==> config.mk <==
export PLATFORM = sky130hd
export DESIGN_NAME = irq_pin_cfg_write_guard
export DESIGN_NICKNAME = d
export VERILOG_FILES = /design/src/logic/irq_guard_pkg.sv /design/src/logic/irq_pin_drive.sv /design/src/logic/irq_pin_cfg_write_guard.sv
export SDC_FILE = /design/constraint.sdc
export NUM_CORES = 1
export LEC_CHECK = 0
export ABC_AREA = 1
export BUFFER_PORTS_ARGS = -buffer_cell sky130_fd_sc_hd__buf_4
export CAP_MARGIN = 10
export CORE_MARGIN = 3
export CORE_UTILIZATION = 45
export DETAILED_ROUTE_END_ITERATION = 10
export GPL_TIMING_DRIVEN = 0
export PLACE_DENSITY = 0.77
export SLEW_MARGIN = 5
export SYNTH_ARGS = -nofsm -noshare
export SYNTH_HDL_FRONTEND = slang
export SYNTH_SLANG_ARGS = --single-unit
==> constraint.sdc <==
create_clock -name mclk -period 1.2 [get_ports mclk]
set_clock_uncertainty 0.15 [all_clocks]
set_input_delay 0.24 -clock mclk [delete_from_list [all_inputs] [get_ports mclk]]
set_output_delay 0.24 -clock mclk [all_outputs]
set_load 0.1 [all_outputs]
==> src/logic/irq_guard_pkg.sv <==
package irq_guard_pkg;

	// ==========================================================
	// Register map
	// ==========================================================
	localparam int          ADDR_W       = 8;     // Register address width
	localparam int          DATA_W       = 8;     // Register data width
	localparam logic [7:0]  PIN_CFG_OFS  = 8'h7d; // Interrupt pin configuration
	localparam logic [7:0]  KEY_OFS      = 8'h7e; // Write protection key

	// ==========================================================
	// Reset values
	// ==========================================================
	localparam logic [7:0]  PIN_CFG_RST  = 8'h02; // Interrupt mode, shared drive, active low
	localparam logic [7:0]  KEY_RST      = 8'h85; // Fully unprotected after reset

	// ==========================================================
	// Key encodings
	// ==========================================================
	localparam logic [7:0]  KEY_FULL     = 8'h85; // Any number of writes
	localparam logic [7:0]  KEY_SINGLE   = 8'h86; // One write, then locked
	localparam logic [7:0]  KEY_LOCKED   = 8'h00; // Value left after a single write

	// ==========================================================
	// Field positions of the pin configuration register
	// ==========================================================
	localparam int          FN_SEL_BIT   = 2;     // pin_function_select
	localparam int          DRIVE_BIT    = 1;     // Drive only while asserted
	localparam int          POL_BIT      = 0;     // Asserted level
	localparam logic [7:0]  PIN_CFG_MASK = 8'h07; // Implemented bits

	// Pin configuration carried as one bundle
	typedef struct packed {
		logic fn_sel;    // 1: general-purpose output
		logic drive_sel; // 1: drive only while asserted
		logic polarity;  // Asserted level
	} pin_cfg_t;

	// Protection state decoded from the key
	typedef enum logic [1:0] {
		PROT_LOCKED,
		PROT_OPEN,
		PROT_ONCE
	} prot_state_t;

endpackage : irq_guard_pkg

==> src/logic/irq_pin_drive.sv <==
module irq_pin_drive
	import irq_guard_pkg::*;
(
	input  wire logic     mclk,        // Register interface clock
	input  wire logic     sys_rst,     // Asynchronous reset, active high
	input  wire logic     clk_en,      // Freezes all state while low
	input  wire pin_cfg_t cfg,         // Current pin configuration
	input  wire logic     irq_req,     // Interrupt pending from the sources
	output logic          irq_pin_out, // Level put on the pin
	output logic          irq_pin_oe   // High while the pin is driven
);

	// ==========================================================
	// Pin level and enable selection
	// ==========================================================
	wire logic asserted;   // Pin is in its asserted state
	wire logic next_level; // Level to drive next
	wire logic next_oe;    // Enable to drive next

	// In output mode the pin simply sits at the polarity level
	assign asserted   = cfg.fn_sel | irq_req;
	assign next_level = asserted ? cfg.polarity : ~cfg.polarity;
	assign next_oe    = ~cfg.drive_sel | asserted;

	// ==========================================================
	// Output flip-flops
	// ==========================================================
	// Reset shows the default: inactive high, pin released
	always_ff @(posedge mclk or posedge sys_rst) begin
		if (sys_rst) begin
			irq_pin_out <= 1'b1;
			irq_pin_oe  <= 1'b0;
		end else if (clk_en) begin
			irq_pin_out <= next_level;
			irq_pin_oe  <= next_oe;
		end
	end

	// ==========================================================
	// Checks
	// ==========================================================
	chk_gpo_level: assert property (@(posedge mclk) disable iff (sys_rst)
		(clk_en && cfg.fn_sel) |=> (irq_pin_out == $past(cfg.polarity)))
		else $error("output mode pin level differs from polarity");

	chk_shared_release: assert property (@(posedge mclk) disable iff (sys_rst)
		(clk_en && cfg.drive_sel && !cfg.fn_sel && !irq_req) |=> !irq_pin_oe)
		else $error("shared pin driven while inactive");

	chk_always_driven: assert property (@(posedge mclk) disable iff (sys_rst)
		(clk_en && !cfg.drive_sel) |=> irq_pin_oe)
		else $error("pin released in always driven mode");

	chk_irq_polarity: assert property (@(posedge mclk) disable iff (sys_rst)
		(clk_en && !cfg.fn_sel) |=> (irq_pin_out == ($past(irq_req) ~^ $past(cfg.polarity))))
		else $error("interrupt level does not follow polarity");

endmodule // irq_pin_drive

==> src/logic/irq_pin_cfg_write_guard.sv <==
// What this block does
// - Function bit picks interrupt or output pin
// - Drive bit: always driven or only asserted
// - Polarity bit picks asserted pin level
// - Key 85 open, 86 once, else locked
// - Fully open accepts unlimited writes
module irq_pin_cfg_write_guard
	import irq_guard_pkg::*;
#(
	parameter int ADDR_WIDTH = ADDR_W, // Register address width
	parameter int DATA_WIDTH = DATA_W  // Register data width
)(
	input  wire logic                  mclk,        // Register interface clock
	input  wire logic                  sys_rst,     // Asynchronous reset, active high
	input  wire logic                  clk_en,      // Freezes all state while low
	input  wire logic                  wr_en,       // Write strobe from the serial port
	input  wire logic [ADDR_WIDTH-1:0] wr_addr,     // Write address
	input  wire logic [DATA_WIDTH-1:0] wr_data,     // Write data
	input  wire logic                  rd_en,       // Read strobe from the serial port
	input  wire logic [ADDR_WIDTH-1:0] rd_addr,     // Read address
	input  wire logic                  irq_req,     // Interrupt pending from the sources
	output logic      [DATA_WIDTH-1:0] rd_data,     // Read data, one cycle after rd_en
	output logic                       rd_valid,    // Read data valid pulse
	output logic                       fwd_wr_en,   // Accepted write to another register
	output logic      [ADDR_WIDTH-1:0] fwd_addr,    // Its address
	output logic      [DATA_WIDTH-1:0] fwd_data,    // Its data
	output logic                       wr_blocked,  // Pulse: a write was refused
	output logic                       irq_pin_out, // Level put on the interrupt pin
	output logic                       irq_pin_oe   // High while the pin is driven
);

	// ==========================================================
	// Elaboration checks
	// ==========================================================
	if (ADDR_WIDTH != ADDR_W || DATA_WIDTH != DATA_W) begin : g_bad_width
		$error("register map needs 8-bit address and data");
	end

	// ==========================================================
	// Helpers
	// ==========================================================
	// Map a key value onto the protection state
	function automatic prot_state_t decode_key(input logic [7:0] key);
		prot_state_t st;
		st = PROT_LOCKED;
		case (key)
			KEY_FULL:   st = PROT_OPEN;
			KEY_SINGLE: st = PROT_ONCE;
			default:    st = PROT_LOCKED;
		endcase
		return st;
	endfunction

	// ==========================================================
	// Registers
	// ==========================================================
	logic [7:0] pin_cfg; // Interrupt pin configuration
	logic [7:0] key;     // Write protection key

	// ==========================================================
	// Write decode and guard
	// ==========================================================
	prot_state_t      state;        // Present protection state
	wire logic        hit_key;      // Write aims at the key
	wire logic        hit_other;    // Write aims at any other register
	wire logic        other_ok;     // Guarded write is let through
	wire logic        other_refuse; // Guarded write is refused
	wire logic        cfg_wr;       // Accepted write to the pin configuration
	wire logic        relock;       // Single write consumed
	wire logic [7:0]  next_key;     // Key after this cycle
	wire logic [7:0]  next_pin_cfg; // Pin configuration after this cycle
	wire pin_cfg_t    cfg_bus;      // Pin configuration fields

	// Only one write port exists, so a key write and a guarded write
	// never meet in one cycle and the relock cannot race a fresh key.
	// In single mode the consumed write may go to any non-key address,
	// the pin configuration included.
	assign state        = decode_key(key);
	assign hit_key      = wr_en && (wr_addr == KEY_OFS);
	assign hit_other    = wr_en && (wr_addr != KEY_OFS);
	// The key itself is always writable, so software can unlock first
	assign other_ok     = hit_other && (state != PROT_LOCKED);
	assign other_refuse = hit_other && (state == PROT_LOCKED);
	assign cfg_wr       = other_ok && (wr_addr == PIN_CFG_OFS);
	assign relock       = other_ok && (state == PROT_ONCE);
	assign next_key     = hit_key ? wr_data : (relock ? KEY_LOCKED : key);
	assign next_pin_cfg = cfg_wr ? (wr_data & PIN_CFG_MASK) : pin_cfg;
	assign cfg_bus      = '{fn_sel:    pin_cfg[FN_SEL_BIT],
	                        drive_sel: pin_cfg[DRIVE_BIT],
	                        polarity:  pin_cfg[POL_BIT]};

	// Register storage
	always_ff @(posedge mclk or posedge sys_rst) begin
		if (sys_rst) begin
			pin_cfg <= PIN_CFG_RST;
			key     <= KEY_RST;
		end else if (clk_en) begin
			pin_cfg <= next_pin_cfg;
			key     <= next_key;
		end
	end

	// Accepted writes to other registers are passed on; refusals flagged
	always_ff @(posedge mclk or posedge sys_rst) begin
		if (sys_rst) begin
			fwd_wr_en  <= 1'b0;
			fwd_addr   <= '0;
			fwd_data   <= '0;
			wr_blocked <= 1'b0;
		end else if (clk_en) begin
			fwd_wr_en  <= other_ok;
			fwd_addr   <= wr_addr;
			fwd_data   <= wr_data;
			wr_blocked <= other_refuse;
		end
	end

	// ==========================================================
	// Read path
	// ==========================================================
	wire logic [7:0] next_rd_data; // Selected read value

	// Unmapped addresses read as zero
	// A read in the cycle of a write returns the value before it
	assign next_rd_data = (rd_addr == PIN_CFG_OFS) ? pin_cfg :
	                      (rd_addr == KEY_OFS)     ? key     : 8'h00;

	// Registered read answer
	always_ff @(posedge mclk or posedge sys_rst) begin
		if (sys_rst) begin
			rd_data  <= '0;
			rd_valid <= 1'b0;
		end else if (clk_en) begin
			rd_data  <= rd_en ? next_rd_data : rd_data;
			rd_valid <= rd_en;
		end
	end

	// ==========================================================
	// Pin driver
	// ==========================================================
	irq_pin_drive u_pin (
		.mclk        (mclk),
		.sys_rst     (sys_rst),
		.clk_en      (clk_en),
		.cfg         (cfg_bus),
		.irq_req     (irq_req),
		.irq_pin_out (irq_pin_out),
		.irq_pin_oe  (irq_pin_oe)
	);

	// ==========================================================
	// Checks: write guard
	// ==========================================================
	// A refused write leaves storage alone and raises the refusal pulse
	chk_locked_refuse: assert property (@(posedge mclk) disable iff (sys_rst)
		(clk_en && hit_other && key != KEY_FULL && key != KEY_SINGLE)
		|=> (!fwd_wr_en && wr_blocked && $stable(pin_cfg)))
		else $error("write passed while protected");

	// Fully open keeps the key and passes every write
	chk_open_accept: assert property (@(posedge mclk) disable iff (sys_rst)
		(clk_en && hit_other && key == KEY_FULL) |=> (fwd_wr_en && key == KEY_FULL))
		else $error("fully open write refused or key changed");

	// The single write passes, the key drops to locked, the next one is refused
	chk_once_relock: assert property (@(posedge mclk) disable iff (sys_rst)
		(clk_en && hit_other && key == KEY_SINGLE)
		|=> (fwd_wr_en && key == KEY_LOCKED)
		##1 (!(clk_en && hit_other) || !other_ok || $past(hit_key)))
		else $error("single write did not relock");

	// The single write is forwarded with its own address and data
	chk_once_forward: assert property (@(posedge mclk) disable iff (sys_rst)
		(clk_en && hit_other && key == KEY_SINGLE)
		|=> (fwd_addr == $past(wr_addr) && fwd_data == $past(wr_data)))
		else $error("single write forwarded wrongly");

	// Key writes are never refused
	chk_key_write: assert property (@(posedge mclk) disable iff (sys_rst)
		(clk_en && hit_key) |=> (key == $past(wr_data) && !fwd_wr_en))
		else $error("key write not taken");

	// Without a write the key keeps its value
	chk_key_hold: assert property (@(posedge mclk) disable iff (sys_rst)
		(clk_en && !wr_en) |=> $stable(key))
		else $error("key changed without a write");

	// No guarded write, no forward and no refusal pulse
	chk_fwd_idle: assert property (@(posedge mclk) disable iff (sys_rst)
		(clk_en && !hit_other) |=> (!fwd_wr_en && !wr_blocked))
		else $error("write pulse without a guarded write");

	// Accepted pin configuration writes land with spare bits cleared
	chk_cfg_update: assert property (@(posedge mclk) disable iff (sys_rst)
		(clk_en && wr_en && wr_addr == PIN_CFG_OFS && key == KEY_FULL)
		|=> (pin_cfg == ($past(wr_data) & PIN_CFG_MASK)))
		else $error("pin configuration not updated");

	// ==========================================================
	// Checks: read path and clock enable
	// ==========================================================
	// The key reads back one cycle after the strobe
	chk_read_answer: assert property (@(posedge mclk) disable iff (sys_rst)
		(clk_en && rd_en && rd_addr == KEY_OFS && !wr_en) |=> (rd_valid && rd_data == key))
		else $error("key read back wrong");

	// The pin configuration reads back one cycle after the strobe
	chk_cfg_read: assert property (@(posedge mclk) disable iff (sys_rst)
		(clk_en && rd_en && rd_addr == PIN_CFG_OFS && !wr_en)
		|=> (rd_valid && rd_data == pin_cfg))
		else $error("pin configuration read back wrong");

	// Without a read strobe the valid pulse drops and the data hold
	chk_read_idle: assert property (@(posedge mclk) disable iff (sys_rst)
		(clk_en && !rd_en) |=> (!rd_valid && $stable(rd_data)))
		else $error("read answer without a read");

	// A low clock enable freezes both registers, the write pulses and the read answer
	chk_freeze_hold: assert property (@(posedge mclk) disable iff (sys_rst)
		!clk_en |=> ($stable(key) && $stable(pin_cfg) && $stable(fwd_wr_en)
		             && $stable(wr_blocked) && $stable(rd_valid) && $stable(rd_data)))
		else $error("state moved while clock enable low");

	// Spare configuration bits are never stored
	chk_spare_zero: assert property (@(posedge mclk) disable iff (sys_rst)
		(pin_cfg & ~PIN_CFG_MASK) == 8'h00)
		else $error("spare configuration bits set");

endmodule // irq_pin_cfg_write_guard

==> summary.txt <==
Run status
  • Outcome: finished, violations left
  • Violations in the final reports: negative hold slack, negative setup slack

Die
  • Width of the die: just under 70 um
  • Number of primary I/O pins: 59
  • Core box area: 3740 um2
  • Vertical die dimension: 69.1 um
  • Starting Density: 47.8%
  • FP Rows: 22
  • Overall die area: 4770 um2

Pwr
  • Leakage: between 1 and 1.5 nW
  • Maximum vdd ir drop: approximately 1 mV
  • Power density relative to cell area: 1230 nW/um2

Finish
  • Most common cell after layout, fill and taps aside: sky130_fd_sc_hd__nand2_1
  • Commonest cells after routing, fill and taps aside: 95 x sky130_fd_sc_hd__nand2_1, 39 x sky130_fd_sc_hd__buf_4, 28 x sky130_fd_sc_hd__dfrtp_2, 28 x sky130_fd_sc_hd__buf_12, 15 x sky130_fd_sc_hd__inv_1
  • Post-layout instance count excluding filler cells: 340
  • Antenna fix cells: 0
  • Fraction of layout cells with a size suffix above 1: between 40% and 50%
  • Syn-to-layout area delta: 65.0%
  • Layout net count: 321
  • Fill cell total of the finished layout: about 220

Synthesis
  • Post-synthesis share of cell area spent on full adders, half adders and majority gates: 0%
  • Combinational family with the most area after synthesis: simple AND/OR/NAND/NOR gates
  • Portion of netlist area occupied by mux cells: 0%
  • Mean cell area of the mapped netlist: 8.25 um2
  • Gate Count Post-Synth: ~220
  • Sequential-to-total area share from yosys stat: 56.3%
  • Post-synthesis instance area: approximately 1800 um2
  • Post-Syn Nets: around 250
  • Count of distinct cell types in the synthesized netlist: 23
  • Synthesis warning total: 0
  • Number of storage elements in the synthesis netlist: 40
  • Basic-gate share of the synthesized area counting and, or, nand and nor cells: 32.1%
  • Compound-cell area share of the yosys netlist: under 10%
  • Share of the synthesized netlist area taken by xor and xnor gates: less than 1%

STA
  • Post-route minimum period: around 1500 ps
  • Max frequency: approximately 0.67 GHz
  • Unrepaired setup endpoints after global routing: true
  • Total of endpoints with negative setup slack in the final report: 42
  • Worst Slack Setup Final: -287 ps
  • Hold Slack: -54.2 ps
  • Transition at the pin with the smallest max-transition slack: between 800 and 900 ps
  • Final Hold Vio Count: 35
  • Relative slew margins: between 40 and 50%
  • Final period util: 124%
  • Slew Viols, Final: 0

Clocking
  • Clock network latency to the later pin of the worst-skew pair: approximately 290 ps
  • Count of H-tree levels built during CTS: 2
  • Number of sinks handled by clock tree synthesis: 40
  • Maximum buffer depth of the clock tree: 2
  • TritonCTS clock tree: built
  • CTS clk-pin slew, worst paths: roughly 80 ps
  • Cts bufs inserted: 5
  • Clock Root Buffer: sky130_fd_sc_hd__clkbuf_8

Flow run
  • Reported max-cap violation count: 0

Routing
  • Number of detailed-route iterations in the first pass: 4
  • Wirelength, routed: 4950 um
  • Number of DRC violations after detailed routing: 0
  • 1st-iter DRT viols: around 120
  • Vias: 1710
  • Antenna-violating nets left: 0
  • Wire per inst: roughly 15 um
  • Drt via density: slightly above 5

Placement
  • Global placer's final weighted congestion: slightly below 0.8
  • Placed wire-length estimate: a little over 3000 um
  • Port Buf Inserts: 57
  • Number of cells after detailed placement: approximately 320
  • Pre-CTS worst setup slack: -273 ps

Critical path
  • Slowest cell delay on critical path: 630 ps
  • Max FO, Critical Path: 2
  • Crit end category: output port
  • Stages on worst setup path: 1
  • Arrival time worst endpoint: between 1000 and 1500 ps
  • Buffer and inverter count on the worst path: 1
  • Req. time, crit path: around 810 ps
  • Reg2reg path depth: 7
  • R2r startpoint: key[0]
  • CP cell instances: buf_12
  • WS Path Type: flop to output port
  • Slowest library cell on the worst path: sky130_fd_sc_hd__dfstp_4
  • Top cell family by delay on the critical path: flip-flops
  • Slack of the worst reg-to-reg path: -280 ps
  • Critical Path Start Type: flop
  • R2r endpoint: pin_cfg[2]

Global route
  • Overall overflow remaining after global route: 0
  • Aggregate global-route resource usage: roughly a fifth
  • Maximum number of pins on one net before global-route repair: roughly 40
  • Number of antenna violations at the first check in global routing: 0
  • Number of global-route vias before repair: about 1.7k
  • Global-route wire length before repair: ~8000 um

Hold path
  • Kind of path behind the tightest hold check: input port to asynchronous set/reset pin
[sequential cells by signal, summed over array words and instances, names as in the netlist, 3 cells and up]
name	count
rd_data	8
pin_cfg	3
key	8
fwd_data	8
fwd_addr	8
[worst max-delay path by stage]
| stage | start | endpoint | slack (ps) |
|---|---|---|---|
| 6_report | u_pin.irq_pin_out | irq_pin_out | -290 |
| 5_1_grt | key[2] | key[5] | -340 |
| 4_1_cts | u_pin.irq_pin_out | irq_pin_out | -290 |
| 3_5_place_dp | key[7] | pin_cfg[2] | -270 |
| 3_3_place_gp | key[7] | pin_cfg[2] | -280 |
| 2_1_floorplan | key[7] | pin_cfg[2] | -140 |
[timing repair]
item	in CTS	in global routing
cloned	0	0
hold endpoints to repair	35	0
resized for setup	68	38
pin swaps	9	11
buffers inserted	5	7
endpoints found under the setup margin	42	43
[cells in the mapped netlist]
library cell               count  area (um2)
sky130_fd_sc_hd__a31oi_1       1        6.26
sky130_fd_sc_hd__nor2_2        3        18.8
sky130_fd_sc_hd__buf_4         1        7.51
sky130_fd_sc_hd__o21ai_0       7        35.0
sky130_fd_sc_hd__o21ai_2       1        8.76
sky130_fd_sc_hd__buf_2         4        20.0
sky130_fd_sc_hd__nand2_2       4        25.0
sky130_fd_sc_hd__xnor2_1       1        8.76
sky130_fd_sc_hd__nor3_4        1        16.3
sky130_fd_sc_hd__and2b_2       1        8.76
sky130_fd_sc_hd__nand4_1       1        6.26
sky130_fd_sc_hd__dfstp_2       5         131
sky130_fd_sc_hd__inv_1        18        67.6
sky130_fd_sc_hd__dfrtp_1      35         876
sky130_fd_sc_hd__nand2_1      98         368
sky130_fd_sc_hd__o21ai_1       3        15.0
sky130_fd_sc_hd__clkbuf_1      1        3.75
sky130_fd_sc_hd__o31ai_1       4        30.0
sky130_fd_sc_hd__nor3_1        1        5.00
sky130_fd_sc_hd__nor2_4        1        11.3
sky130_fd_sc_hd__a21oi_1       1        5.00
sky130_fd_sc_hd__nor2_1        8        30.0
sky130_fd_sc_hd__nand3_1      17        85.1
[stage by stage]
stage	power [mW]	cell area [um2]	TNS, ps	utilization (%)	hold slack, ps
2_1_floorplan	2.05	1830	-1240	-	66.0
3_3_place_gp	2.27	2320	-2840	62.0	298
3_5_place_dp	2.27	2320	-3290	62.0	296
4_1_cts	3.57	2750	-5480	73.5	-24.8
5_1_grt	3.78	2950	-7170	78.8	14.2
6_report	3.64	2950	-5400	78.8	-54.2
[per-layer routing]
metal,vias up,global-route usage (%),wire [um]
met4,0,6.29,85
met1,806,25.8,1980
met2,70,33.3,2550
met5,-,0,0
met3,10,7.43,329
li1,824,-,-
[area by class of cell]
| type | count | area, um2 | area share, % |
|---|---|---|---|
| sequential | 40 | 1050 | 35.4 |
| timing repair buffer | 67 | 857 | 29.0 |
| multi-input combinational | 153 | 759 | 25.7 |
| clock buffer | 7 | 96.3 | 3.26 |
| inverter | 18 | 71.3 | 2.42 |
| tap | 48 | 60.1 | 2.03 |
| buffer | 6 | 31.3 | 1.06 |
| clock inverter | 1 | 30.0 | 1.02 |
[report_power, final]
part	internal (mW)	leakage, nW	switching, mW	total, mW
Clock	0.733	0.0645	0.449	1.18
Sequential	1.43	0.468	0.0728	1.50
Combinational	0.338	0.877	0.621	0.959
[logic make-up after synthesis]
logic type                after synthesis
buffers and inverters                  24
xor gates and xnor gates                1
AOI/OAI and AO/OA                      17
and+or+nand+nor                       135
DFF                                    40
Power figures use the tool's default switching activity.
